`src/verilog/sebf_regs.vh`:
```
// Function
// respond only when all three chip-selects match
// eight devices share bus via chip-select levels
// unconnected chip-select pin compares as low
// master changes data only while clock low
// data change during clock high: START/STOP
// guard low: whole array readable and writable
// guard high: writes inhibited, reads unaffected
// master makes clock, START, STOP; device slave
// transfer direction follows master's read/write bit
// self-timed write cycle ends within 5 ms
// transmit: data changes 300 ns after clock fall
// suppress line pulses shorter than 50 ns
// control byte: type, chip-selects, read/write bit
// no acknowledge while write cycle runs
// page write wraps six low address bits
// guard sampled at STOP of each write
// lines pass synchroniser before edge detection
// reset releases data line, idles until START
`ifndef SEBF_REGS_VH
`define SEBF_REGS_VH

// ------------------------------------------------------------
// timing figures and derived cycle counts
// ------------------------------------------------------------
`define SEBF_CLK_NS 40
`define SEBF_SPIKE_NS 50
`define SEBF_TX_HOLD_NS 300
`define SEBF_WC_MS 5
`define SEBF_NS_PER_MS 1000000
// least times round up
`define SEBF_SPIKE_CYC ((`SEBF_SPIKE_NS + `SEBF_CLK_NS - 1) / `SEBF_CLK_NS)
`define SEBF_HOLD_CYC ((`SEBF_TX_HOLD_NS + `SEBF_CLK_NS - 1) / `SEBF_CLK_NS)
// longest time rounds down
`define SEBF_WC_CYC (`SEBF_WC_MS * `SEBF_NS_PER_MS / `SEBF_CLK_NS)
`define SEBF_WC_W 17
`define SEBF_HOLD_W 4
`define SEBF_FLT_W 2

// ------------------------------------------------------------
// control byte and address layout
// ------------------------------------------------------------
`define SEBF_RW_BIT 0
`define SEBF_CS_LSB 1
`define SEBF_CS_MSB 3
`define SEBF_TYPE_LSB 4
`define SEBF_TYPE_MSB 7
`define SEBF_ADDR_W 14
`define SEBF_ADDR_HI_W 6
`define SEBF_PAGE_W 6
`define SEBF_BITS_PER_BYTE 4'h8
`define SEBF_LAST_TX_BIT 4'h7

// byte position within a command
`define SEBF_BYTE_CTRL 2'h0
`define SEBF_BYTE_AHI 2'h1
`define SEBF_BYTE_ALO 2'h2
`define SEBF_BYTE_DATA 2'h3

// synchroniser input lanes
`define SEBF_LN_SCL 0
`define SEBF_LN_SDA 1
`define SEBF_LN_CS_LSB 2
`define SEBF_LN_CS_MSB 4
`define SEBF_LN_WG 5
`define SEBF_LANES 6
// both bus lines idle high
`define SEBF_SYNC_INIT 6'h03

`endif

```
`src/verilog/sebf_slave_front.v`:
```
`timescale 1ns/100ps
`include "sebf_regs.vh"

module sebf_slave_front #(
	// arbitrary device type code, not tied to any real part
	parameter [3:0] DEV_TYPE = 4'h5,
	// write cycle length in cycles; shorten in simulation
	parameter WC_CYCLES = `SEBF_WC_CYC
) (
	input wire ref_clk,
	input wire reset,
	input wire scl_pin,
	input wire sda_pin_in,
	output wire sda_pin_out,
	output wire sda_pin_oe,
	input wire chip_sel_pin_0,
	input wire chip_sel_pin_1,
	input wire chip_sel_pin_2,
	input wire write_guard_pin,
	output wire wr_valid,
	input wire wr_ready,
	output wire [`SEBF_ADDR_W-1:0] wr_addr,
	output wire [7:0] wr_data,
	output wire wr_commit,
	output wire wr_busy,
	output wire [`SEBF_ADDR_W-1:0] rd_addr,
	input wire [7:0] rd_data
);

	// ------------------------------------------------------------
	// states, one-hot
	// ------------------------------------------------------------
	localparam [5:0] ST_IDLE = 6'h01; // waiting for START
	localparam [5:0] ST_RX = 6'h02; // shifting in a byte
	localparam [5:0] ST_ACK = 6'h04; // driving acknowledge
	localparam [5:0] ST_TX = 6'h08; // shifting out a byte
	localparam [5:0] ST_MACK = 6'h10; // reading master's ack
	localparam [5:0] ST_WAIT = 6'h20; // not addressed, ignore

	// integer forms first, then cut to the counter widths on purpose
	localparam integer SPIKE_LAST_I = `SEBF_SPIKE_CYC - 1;
	localparam integer HOLD_LOAD_I = `SEBF_HOLD_CYC;
	localparam integer WC_LOAD_I = WC_CYCLES;
	localparam [`SEBF_FLT_W-1:0] SPIKE_LAST =
		SPIKE_LAST_I[`SEBF_FLT_W-1:0];
	localparam [`SEBF_HOLD_W-1:0] HOLD_LOAD =
		HOLD_LOAD_I[`SEBF_HOLD_W-1:0];
	localparam [`SEBF_WC_W-1:0] WC_LOAD = WC_LOAD_I[`SEBF_WC_W-1:0];
	// last count before a down-counter reaches zero
	localparam [`SEBF_HOLD_W-1:0] HOLD_ONE =
		{{(`SEBF_HOLD_W-1){1'b0}}, 1'b1};
	localparam [`SEBF_WC_W-1:0] WC_ONE =
		{{(`SEBF_WC_W-1){1'b0}}, 1'b1};

	// ------------------------------------------------------------
	// declarations
	// ------------------------------------------------------------
	wire [`SEBF_LANES-1:0] pins_raw; // all inputs from outside
	reg [`SEBF_LANES-1:0] sync1_reg; // first stage, only to sync2
	reg [`SEBF_LANES-1:0] sync2_reg;
	reg [`SEBF_LANES-1:0] sync3_reg;
	reg [`SEBF_LANES-1:0] filt_reg; // filtered, glitch-free levels
	reg [`SEBF_FLT_W-1:0] flt_cnt_reg [0:`SEBF_LANES-1];
	reg scl_prev_reg; // filtered scl one cycle back
	reg sda_prev_reg; // filtered sda one cycle back
	wire scl_f; // filtered clock line
	wire sda_f; // filtered data line
	wire scl_rise;
	wire scl_fall;
	wire start_ev;
	wire stop_ev;
	wire [2:0] cs_pins; // chip-select levels, bit 0 first
	wire guard_f; // filtered write guard
	reg [5:0] state_reg;
	reg [3:0] bit_cnt_reg; // bits moved in this byte
	reg [1:0] byte_idx_reg; // control, address hi/lo, data
	reg [7:0] shift_reg; // receive shifter
	reg [7:0] tx_shift_reg; // transmit shifter
	reg rw_reg; // direction from control byte, 1 read
	reg mack_reg; // master acknowledged last byte
	reg data_seen_reg; // a write data byte was accepted
	reg [`SEBF_ADDR_W-1:0] addr_reg; // address pointer
	reg drive_want_reg; // desired pull-down after hold delay
	reg [`SEBF_HOLD_W-1:0] hold_cnt_reg; // cycles until drive applies
	reg sda_oe_reg;
	reg sda_out_reg; // open drain, always low when enabled
	reg busy_reg; // internal write cycle running
	reg [`SEBF_WC_W-1:0] wc_cnt_reg;
	reg commit_reg;
	reg push_reg; // one-cycle push into the buffer
	reg [`SEBF_ADDR_W+7:0] push_word_reg; // {addr, data}
	reg head_valid_reg;
	reg [`SEBF_ADDR_W+7:0] head_reg;
	reg spare_valid_reg;
	reg [`SEBF_ADDR_W+7:0] spare_reg;
	wire buf_in_ready; // buffer has room for one more word
	wire pop;
	wire cs_match;
	wire type_match;
	wire [`SEBF_PAGE_W-1:0] page_next;
	integer i;

	// pads hold chip-selects and guard low when left open
	assign pins_raw = {write_guard_pin, chip_sel_pin_2, chip_sel_pin_1,
		chip_sel_pin_0, sda_pin_in, scl_pin};

	// ------------------------------------------------------------
	// synchroniser and spike filter, one lane per input
	// ------------------------------------------------------------
	// a change is taken only once stages two and three agree and
	// keep agreeing; costs a little latency, rejects short spikes
	always @(posedge ref_clk) begin
		if (reset) begin
			sync1_reg <= `SEBF_SYNC_INIT;
			sync2_reg <= `SEBF_SYNC_INIT;
			sync3_reg <= `SEBF_SYNC_INIT;
			filt_reg <= `SEBF_SYNC_INIT;
			for (i = 0; i < `SEBF_LANES; i = i + 1) begin
				flt_cnt_reg[i] <= {`SEBF_FLT_W{1'b0}};
			end
		end else begin
			sync1_reg <= pins_raw;
			sync2_reg <= sync1_reg;
			sync3_reg <= sync2_reg;
			for (i = 0; i < `SEBF_LANES; i = i + 1) begin
				if (sync2_reg[i] != sync3_reg[i] ||
						sync3_reg[i] == filt_reg[i]) begin
					// disagreement or no change: restart
					flt_cnt_reg[i] <= {`SEBF_FLT_W{1'b0}};
				end else if (flt_cnt_reg[i] == SPIKE_LAST) begin
					filt_reg[i] <= sync3_reg[i];
					flt_cnt_reg[i] <= {`SEBF_FLT_W{1'b0}};
				end else begin
					flt_cnt_reg[i] <= flt_cnt_reg[i] + 1'b1;
				end
			end
		end
	end

	// ------------------------------------------------------------
	// bus condition detection
	// ------------------------------------------------------------
	// edges from previous filtered levels only
	always @(posedge ref_clk) begin
		if (reset) begin
			scl_prev_reg <= 1'b1;
			sda_prev_reg <= 1'b1;
		end else begin
			scl_prev_reg <= scl_f;
			sda_prev_reg <= sda_f;
		end
	end

	assign scl_f = filt_reg[`SEBF_LN_SCL];
	assign sda_f = filt_reg[`SEBF_LN_SDA];
	assign cs_pins = filt_reg[`SEBF_LN_CS_MSB:`SEBF_LN_CS_LSB];
	assign guard_f = filt_reg[`SEBF_LN_WG];
	assign scl_rise = scl_f & ~scl_prev_reg;
	assign scl_fall = ~scl_f & scl_prev_reg;
	// sda moving while scl stays high is a condition, not data
	assign start_ev = scl_f & scl_prev_reg & sda_prev_reg & ~sda_f;
	assign stop_ev = scl_f & scl_prev_reg & ~sda_prev_reg & sda_f;

	// control byte fields
	assign type_match =
		shift_reg[`SEBF_TYPE_MSB:`SEBF_TYPE_LSB] == DEV_TYPE;
	// each device answers only its own chip-select combination
	assign cs_match =
		shift_reg[`SEBF_CS_MSB:`SEBF_CS_LSB] == cs_pins;
	assign page_next = addr_reg[`SEBF_PAGE_W-1:0] + 1'b1;

	// ------------------------------------------------------------
	// protocol state machine
	// ------------------------------------------------------------
	always @(posedge ref_clk) begin
		if (reset) begin
			state_reg <= ST_IDLE;
			bit_cnt_reg <= 4'h0;
			byte_idx_reg <= `SEBF_BYTE_CTRL;
			shift_reg <= 8'h00;
			tx_shift_reg <= 8'h00;
			rw_reg <= 1'b0;
			mack_reg <= 1'b0;
			data_seen_reg <= 1'b0;
			addr_reg <= {`SEBF_ADDR_W{1'b0}};
			drive_want_reg <= 1'b0;
			push_reg <= 1'b0;
			push_word_reg <= {(`SEBF_ADDR_W+8){1'b0}};
		end else begin
			push_reg <= 1'b0;
			if (start_ev) begin
				// start (or repeated start) always restarts decode
				state_reg <= ST_RX;
				bit_cnt_reg <= 4'h0;
				byte_idx_reg <= `SEBF_BYTE_CTRL;
				data_seen_reg <= 1'b0;
				drive_want_reg <= 1'b0;
			end else if (stop_ev) begin
				state_reg <= ST_IDLE;
				data_seen_reg <= 1'b0;
				drive_want_reg <= 1'b0;
			end else begin
				case (state_reg)
				ST_RX: begin
					if (scl_rise) begin
						// sampled on rise; master moves sda only in low
						shift_reg <= {shift_reg[6:0], sda_f};
						bit_cnt_reg <= bit_cnt_reg + 1'b1;
					end else if (scl_fall &&
							bit_cnt_reg == `SEBF_BITS_PER_BYTE) begin
						bit_cnt_reg <= 4'h0;
						if (byte_idx_reg == `SEBF_BYTE_CTRL) begin
							if (type_match && cs_match && !busy_reg) begin
								rw_reg <= shift_reg[`SEBF_RW_BIT];
								state_reg <= ST_ACK;
								drive_want_reg <= 1'b1;
							end else begin
								// foreign address or busy: stay silent
								state_reg <= ST_WAIT;
							end
						end else if (byte_idx_reg == `SEBF_BYTE_AHI) begin
							addr_reg[`SEBF_ADDR_W-1:8] <=
								shift_reg[`SEBF_ADDR_HI_W-1:0];
							state_reg <= ST_ACK;
							drive_want_reg <= 1'b1;
						end else if (byte_idx_reg == `SEBF_BYTE_ALO) begin
							addr_reg[7:0] <= shift_reg;
							state_reg <= ST_ACK;
							drive_want_reg <= 1'b1;
						end else if (buf_in_ready) begin
							push_reg <= 1'b1;
							push_word_reg <= {addr_reg, shift_reg};
							// wrap inside the page
							addr_reg[`SEBF_PAGE_W-1:0] <= page_next;
							data_seen_reg <= 1'b1;
							state_reg <= ST_ACK;
							drive_want_reg <= 1'b1;
						end else begin
							// no room: withhold ack rather than lose data
							state_reg <= ST_WAIT;
						end
					end
				end
				ST_ACK: begin
					if (scl_fall) begin
						if (rw_reg) begin
							// master chose read: we become transmitter
							state_reg <= ST_TX;
							tx_shift_reg <= rd_data;
							drive_want_reg <= ~rd_data[7];
						end else begin
							state_reg <= ST_RX;
							drive_want_reg <= 1'b0;
							if (byte_idx_reg != `SEBF_BYTE_DATA) begin
								byte_idx_reg <= byte_idx_reg + 1'b1;
							end
						end
						bit_cnt_reg <= 4'h0;
					end
				end
				ST_TX: begin
					if (scl_fall) begin
						if (bit_cnt_reg == `SEBF_LAST_TX_BIT) begin
							state_reg <= ST_MACK;
							drive_want_reg <= 1'b0;
							addr_reg <= addr_reg + 1'b1;
							bit_cnt_reg <= 4'h0;
						end else begin
							tx_shift_reg <= {tx_shift_reg[6:0], 1'b0};
							drive_want_reg <= ~tx_shift_reg[6];
							bit_cnt_reg <= bit_cnt_reg + 1'b1;
						end
					end
				end
				ST_MACK: begin
					if (scl_rise) begin
						mack_reg <= ~sda_f;
					end else if (scl_fall) begin
						if (mack_reg) begin
							state_reg <= ST_TX;
							tx_shift_reg <= rd_data;
							drive_want_reg <= ~rd_data[7];
						end else begin
							// no ack: leave sda high for the stop
							state_reg <= ST_WAIT;
						end
					end
				end
				ST_IDLE, ST_WAIT: begin
					drive_want_reg <= 1'b0;
				end
				default: begin
					state_reg <= ST_IDLE;
					drive_want_reg <= 1'b0;
				end
				endcase
			end
		end
	end

	// ------------------------------------------------------------
	// sda driver with hold delay after scl fall
	// ------------------------------------------------------------
	// the new level waits out the falling-edge region of scl so a
	// slow edge never looks like a start or stop to other devices
	always @(posedge ref_clk) begin
		if (reset) begin
			hold_cnt_reg <= {`SEBF_HOLD_W{1'b0}};
			sda_oe_reg <= 1'b0;
			sda_out_reg <= 1'b0;
		end else begin
			sda_out_reg <= 1'b0;
			if (start_ev || stop_ev) begin
				hold_cnt_reg <= {`SEBF_HOLD_W{1'b0}};
				sda_oe_reg <= 1'b0;
			end else if (scl_fall) begin
				hold_cnt_reg <= HOLD_LOAD;
			end else if (hold_cnt_reg != {`SEBF_HOLD_W{1'b0}}) begin
				hold_cnt_reg <= hold_cnt_reg - 1'b1;
				if (hold_cnt_reg == HOLD_ONE) begin
					sda_oe_reg <= drive_want_reg;
				end
			end
		end
	end

	// ------------------------------------------------------------
	// internal write cycle timer
	// ------------------------------------------------------------
	always @(posedge ref_clk) begin
		if (reset) begin
			busy_reg <= 1'b0;
			wc_cnt_reg <= {`SEBF_WC_W{1'b0}};
			commit_reg <= 1'b0;
		end else begin
			commit_reg <= 1'b0;
			if (busy_reg) begin
				if (wc_cnt_reg == WC_ONE) begin
					busy_reg <= 1'b0;
				end
				wc_cnt_reg <= wc_cnt_reg - 1'b1;
			end else if (stop_ev && data_seen_reg && !rw_reg) begin
				// guard level taken here only; later toggles ignored
				if (!guard_f) begin
					busy_reg <= 1'b1;
					wc_cnt_reg <= WC_LOAD;
					commit_reg <= 1'b1;
				end
				// guard high: no cycle, next command accepted at once
			end
		end
	end

	// ------------------------------------------------------------
	// two-entry write buffer toward the array
	// ------------------------------------------------------------
	// head drives the outputs straight; spare catches one word
	// while the array stalls, so no acknowledged byte is lost
	assign pop = head_valid_reg & wr_ready;
	assign buf_in_ready = ~spare_valid_reg;

	always @(posedge ref_clk) begin
		if (reset) begin
			head_valid_reg <= 1'b0;
			head_reg <= {(`SEBF_ADDR_W+8){1'b0}};
			spare_valid_reg <= 1'b0;
			spare_reg <= {(`SEBF_ADDR_W+8){1'b0}};
		end else if (pop) begin
			if (spare_valid_reg) begin
				head_reg <= spare_reg;
				spare_valid_reg <= push_reg;
				spare_reg <= push_word_reg;
			end else begin
				head_valid_reg <= push_reg;
				head_reg <= push_word_reg;
			end
		end else if (push_reg) begin
			if (!head_valid_reg) begin
				head_valid_reg <= 1'b1;
				head_reg <= push_word_reg;
			end else begin
				spare_valid_reg <= 1'b1;
				spare_reg <= push_word_reg;
			end
		end
	end

	// ------------------------------------------------------------
	// outputs
	// ------------------------------------------------------------
	assign sda_pin_out = sda_out_reg;
	assign sda_pin_oe = sda_oe_reg;
	assign wr_valid = head_valid_reg;
	assign wr_addr = head_reg[`SEBF_ADDR_W+7:8];
	assign wr_data = head_reg[7:0];
	// array must discard buffered words when commit never comes
	assign wr_commit = commit_reg;
	assign wr_busy = busy_reg;
	assign rd_addr = addr_reg;

endmodule // sebf_slave_front

```
`config.mk`:
```
export PLATFORM = sky130hd
export DESIGN_NAME = sebf_slave_front
export DESIGN_NICKNAME = d
export VERILOG_FILES = /design/src/verilog/sebf_slave_front.v
export VERILOG_INCLUDE_DIRS = /design/src /design/src/verilog
export SDC_FILE = /design/constraint.sdc
export NUM_CORES = 1
export LEC_CHECK = 0
export BUFFER_PORTS_ARGS = -buffer_cell sky130_fd_sc_hd__buf_2
export CORE_ASPECT_RATIO = 2
export CORE_UTILIZATION = 55
export DETAILED_ROUTE_END_ITERATION = 10
export PLACE_DENSITY = 0.74
export SYNTH_ARGS = -nofsm -noshare
export SYNTH_HDL_FRONTEND = slang
export SYNTH_SLANG_ARGS = --single-unit
```
`constraint.sdc`:
```
create_clock -name ref_clk -period 2.9 [get_ports ref_clk]
set_input_delay 0.145 -clock ref_clk [delete_from_list [all_inputs] [get_ports ref_clk]]
set_output_delay 0.145 -clock ref_clk [all_outputs]
set_load 0.1 [all_outputs]
```
==> flow_summary.yaml, run 1 <==
placement:
  place_inst: 1137
  numPortBuffers: 56
  gp_congestion: 0.955
  pre_cts_ws_ns: 0.494
  dpl_cell_area_sq_um: 8620
  post-dp-hpwl_mm: 13.2
clock_tree:
  clk_latency_ns: 0.43
  path_clk_slew_ns: 0.07
  cts_tree: "yes"
  clock_tree.buffer_depth: 2
  htreeDepth: 4
  post_cts_buffers: 0
  numCtsBuffers: 17
  root_buffer: "clkbuf_16"
  clock_sinks: 176
power:
  leakage_uw: 0.00384
  combPwrFrac_pct: 4.5
  clockPowerShare_pct: 45.9
  p_int_uw: 3920
  pwr-share-seq_pct: 49.6
  switching_share_pct: 22.6
  cellPowerDensity_nw_per_um2: 541
  irDropWorstVdd_uv: 429
  switching_power_uw: 1150
setup_path:
  start_kind: "flop"
  reg2reg_slack_ns: 0.47
  end_kind: "flop"
  path_class: "flop to flop"
  cp.required_ns: 3.24
  critPathMaxFanout: 14
  crit_arrival_ns: 2.77
layout:
  fin_area_sq_um: 9360
  n_antenna_cell: 0
  syn_to_final_growth_pct: 14.7
  final-seq-area_sq_um: 3640
  drive_gt1_share_pct: 13.6
  nFillCells: 1300
  nets: 1011
  layout.cells.non_filler: 1182
  multi_input_area_sq_um: 4240
timing:
  min_period_ns: 2.43
  hold_viol_final: 0
  slew_violations: 0
  setup_tns_ns: 0
  tightestPinTransition_ns: 1.06
  setup_viol: 0
  relSlewSlack_pct: 29.3
  fin_crit_sh_pct: 83.7
  clock-skew-final_ns: 0.00793
  worst_slack_ns: 0.472
  rsz0062_at_grt: "false"
  max_freq_mhz: 412
yosys:
  synth_edf_count: 12
  synth_area_leaders: "dfxtp_1 40%, mux2i_1 7.0%, nor2_1 5.4%, edfxtp_1 4.4%, a21oi_1 4.2%"
  mappedNetlistArea_sq_um: 8160
  synth.most_common_cell: "dfxtp_1"
  async_reset_ff_share_pct: 0
  ys_seq_area_share_pct: 44.6
  synth_seq_cells: 176
  syn_avg_cell_area_sq_um: 8.87
  ys.flop_type: "dfxtp_1"
  synth_top_area_share_pct: 40.2
  yosysWarnings: 0
  yosys-top-cells-count: "164 x dfxtp_1, 117 x nor2_1, 81 x nand2_1, 69 x a21oi_1, 57 x mux2i_1"
  postSynthCellCount: 920
  yosysTopAreaCell: "dfxtp_1"
  synth_cell_types: 76
grt:
  use_met1_pct: 26.6
  use_met3_pct: 5.13
  grt_start_max_net_pins: 73
  grt_pass1_vias: 6414
  grt_overflow_total: 0
  use_met2_pct: 46.5
  busiest_layer: "met2"
  antenna_found_initial: 0
  grt_pass1_wl_mm: 30.4
  track_usage_pct: 25.3
floorplan:
  core_area_sq_um: 14400
  dieArea_sq_um: 15400
  die_y_microns: 174
  io_pins: 58
  die_w_microns: 88.1
  rows: 62
  start_util_pct: 56.6
min_path:
  hold_path.class: "primary input to flop"
routing:
  avgRoutedWirePerCell_microns: 15.7
  vias_per_cell: 5.80
  routed_wl_mm: 18.5
  ant_nets: 0
  drtIter0Drc: 351
  vias: 6853
  dr.pass1.iters: 5
  drc: 0
run_status:
  status: "complete, no violations"
run:
  drv_cap: 0
==> path summary, 6_finish.rpt <==
check,from,endpoint,cells past startpoint
worst max-delay path,state_reg[0],tx_shift_reg[5],5
worst min register to register,sync1_reg[0],sync2_reg[0],1
worst min-delay path,wr_ready,spare_valid_reg,4
worst max register to register,state_reg[0],tx_shift_reg[5],5
==> power by group through the flow <==
stage | logic, uW | registers (uW) | clock network, uW
final | 229 | 2510 | 2330
after global routing | 265 | 2520 | 2480
after CTS | 231 | 2510 | 2370
after detailed placement | 217 | 2570 | 0
after global placement | 213 | 2560 | 0
after floorplan | 177 | 2560 | 0
==> cells by family (layout without fill, tap and decap cells) <==
group                    count (synthesis)  count (layout)  synth area share, %
other                                    2              13               0.0920
multiplexers                            62              62                 7.68
AND/OR/NAND/NOR                        379             379                 24.1
flip-flops                             176             176                 44.6
AO/OA/AOI/OAI                          190             190                 15.6
buffers and inverters                   82             141                 3.99
adder cells (fa/ha/maj)                 17              17                 2.61
XOR/XNOR                                12              12                 1.29
==> what timing repair did <==
item,in CTS,in global routing
hold buffers,13,0
hold endpoints to repair,13,0
gates resized for setup,0,0
==> metrics by stage <==
step | power [uW] | hold slack, ns | util (%)
2_1_floorplan | 2730 | 0.249 | -
3_3_place_gp | 2780 | 0.328 | 59.7
3_5_place_dp | 2780 | 0.332 | 59.7
4_1_cts | 5110 | 0.0820 | 64.9
5_1_grt | 5260 | 0.112 | 64.9
6_report | 5060 | 0.0988 | 64.9
==> final cells by class <==
| class | count | share of cell area [%] |
|---|---|---|
| multi-input combinational | 673 | 45.3 |
| sequential | 176 | 38.9 |
| timing repair buffer | 82 | 5.59 |
| clock buffer | 20 | 4.88 |
| tap | 192 | 2.57 |
| clock inverter | 12 | 1.64 |
| inverter | 27 | 1.08 |
==> critical path, stage by stage (launching register included) <==
cell and delay, ns:
dfxtp_1 0.40, nor3_1 0.39, o211ai_1 0.22, nor4b_2 0.96, nor2_1 0.08, a311oi_1 0.27
==> cells in the final DEF, fill, tap and decap left out, types with 16 or more instances in the layout <==
master     count
ha_1          17
o21ai_0       16
nor3_1        25
a21oi_1       69
dfxtp_1      164
nand2b_1      21
inv_1         27
clkbuf_16     17
nor2b_1       17
nor4_1        18
nand3_1       20
buf_2         55
mux2i_1       57
nor2_1       117
nand2_1       81
a211oi_1      32
==> metal layers <==
| metal | part of all wire, % | vias to the layer above | wire length [microns] |
|---|---|---|---|
| met1 | 39 | 3200 | 7190 |
| met4 | 4.0 | 0 | 745 |
| li1 | - | 3418 | - |
| met2 | 54 | 185 | 9920 |
| met5 | 0 | - | 0 |
| met3 | 3.5 | 50 | 647 |
(Power assumes the default switching activity.)
==> run 2: changes to the inputs <==
==> constraint.sdc (replaced) <==
create_clock -name ref_clk -period 2.3 [get_ports ref_clk]
set_input_delay 0.115 -clock ref_clk [delete_from_list [all_inputs] [get_ports ref_clk]]
set_output_delay 0.115 -clock ref_clk [all_outputs]
set_load 0.1 [all_outputs]
==> flow_summary.yaml, run 2 (synthesis gave the netlist of run 1 again) <==
placement:
  place_inst: 1176
  numPortBuffers: 56
  gp_congestion: 0.914
  post-dp-hpwl_mm: 14.4
grt:
  grt_start_max_net_pins: 57
  grt_pass1_vias: 6823
  track_usage_pct: 27.3
  antenna_found_initial: 0
  grt_pass1_wl_mm: 32.4
  grt_overflow_total: 0
power:
  switching_share_pct: 23.2
  cellPowerDensity_nw_per_um2: 642
  totalPowerFinal_uw: 6210
  leakage_uw: 0.00403
  pwr-share-seq_pct: 51.0
  clockPowerShare_pct: 44.1
  combPwrFrac_pct: 4.9
  switching_power_uw: 1440
  p_int_uw: 4770
  irDropWorstVdd_uv: 585
min_path:
  holdPathEnd: "wr_valid"
  hold_path.class: "primary input to flop"
  hp-start: "wr_ready"
  min_path_cells: 4
layout:
  nFillCells: 1228
  mostFrequentLayoutCell: "dfxtp_1"
  n_antenna_cell: 0
  final_cell_mix: "159 x dfxtp_1, 117 x nor2_1, 81 x nand2_1"
  nets: 1052
  syn_to_final_growth_pct: 18.4
  layout.cells.non_filler: 1222
  drive_gt1_share_pct: 17.7
timing:
  rsz0062_at_grt: "false"
  clock-skew-final_ns: 0.00865
  hold_slack_ns: 0.0668
  relSlewSlack_pct: 61.6
  tightestPinTransition_ns: 0.572
  min_period_ns: 2.26
  hold_viol_final: 0
  setup_tns_ns: 0
  slew_violations: 0
  setup_viol: 0
  fin_crit_sh_pct: 98.5
  max_freq_mhz: 442
routing:
  drc: 0
  drtIter0Drc: 331
  routed_wl_mm: 20.0
  ant_nets: 0
  vias: 7069
  vias_per_cell: 5.78
  avgRoutedWirePerCell_microns: 16.4
  dr.pass1.iters: 7
floorplan:
  dieArea_sq_um: 15400
  core_area_sq_um: 14400
  io_pins: 58
  die_w_microns: 88.1
  start_util_pct: 56.6
  rows: 62
  die_y_microns: 174
clock_tree:
  path_clk_slew_ns: 0.07
  cts_tree: "yes"
  clk_latency_ns: 0.42
  numCtsBuffers: 17
  htreeDepth: 4
  root_buffer: "clkbuf_16"
  clock_tree.buffer_depth: 2
  clock_sinks: 176
setup_path:
  end_kind: "flop"
  reg2reg_to: "shift_reg[4]"
  path_class: "flop to flop"
  crit_arrival_ns: 2.57
  critPathMaxFanout: 8
  reg2reg_slack_ns: 0.04
  cp.required_ns: 2.60
  reg2reg_from: "state_reg[0]"
  start_kind: "flop"
  reg2reg_depth: 7
run_status:
  status: "complete, no violations"
run:
  drv_cap: 0
-- run 2: worst max-delay path by stage --
stage	startpoint	end	slack, ns	cells past startpoint
global placement	state_reg[0]	rd_addr[5]	0.13	7
detailed placement	state_reg[4]	rd_addr[9]	0.09	5
floorplan	rd_addr[2]	rd_addr[9]	0.05	5
CTS	state_reg[2]	byte_idx_reg[1]	0.05	5
finish	state_reg[0]	shift_reg[4]	0.04	7
global route	state_reg[0]	shift_reg[4]	0.02	7
-- run 2: what timing repair did --
item | 4_1_cts | 5_1_grt
buffers inserted | 0 | 2
hold buffers | 13 | 0
setup endpoints to repair | 0 | 10
endpoints found under the hold margin | 13 | 0
resized for setup | 0 | 4
-- run 2: critical path, cell delays in order, from the launching register on --
cell and delay (ns):
dfxtp_1 0.40, nor4b_2 0.52, nand2_1 0.22, buf_4 0.21, nor2_2 0.29, buf_4 0.22, mux2i_1 0.22, nor2_1 0.06
-- run 2: layout make-up --
cell class | instances | area, sq um | share of cell area [%]
clock inverter | 14 | 130 | 1.35
inverter | 27 | 101 | 1.05
timing repair buffer | 123 | 868 | 8.98
clock buffer | 17 | 425 | 4.40
multi-input combinational | 673 | 4250 | 44.0
tap | 192 | 240 | 2.49
sequential | 176 | 3650 | 37.8
-- run 2: per-stage QoR --
step	util [%]	cell area (sq um)	setup slack, ns
after global placement	62.1	8950	0.134
after global routing	67.0	9670	0.0198
after floorplan	-	8210	0.0508
after detailed placement	62.1	8950	0.0887
final	67.0	9670	0.0355
after CTS	66.8	9640	0.0461
-- run 2: layer usage --
metal  global-route usage (%)  routed length (microns)  vias up
li1                         -                        -     3493
met1                     27.5                     7490     3339
met2                     50.2                    10700      167
met3                     3.75                      488       70
met4                     18.0                     1320        0
met5                        0                        0        -
-- run 2: power groups by stage --
| stage | clock (uW) | combinational [uW] | sequential, uW |
|---|---|---|---|
| detailed placement | 0 | 286 | 3240 |
| floorplan | 0 | 224 | 3220 |
| global placement | 0 | 279 | 3230 |
| finish | 2740 | 304 | 3170 |
| global route | 2910 | 344 | 3170 |
| CTS | 2790 | 304 | 3160 |
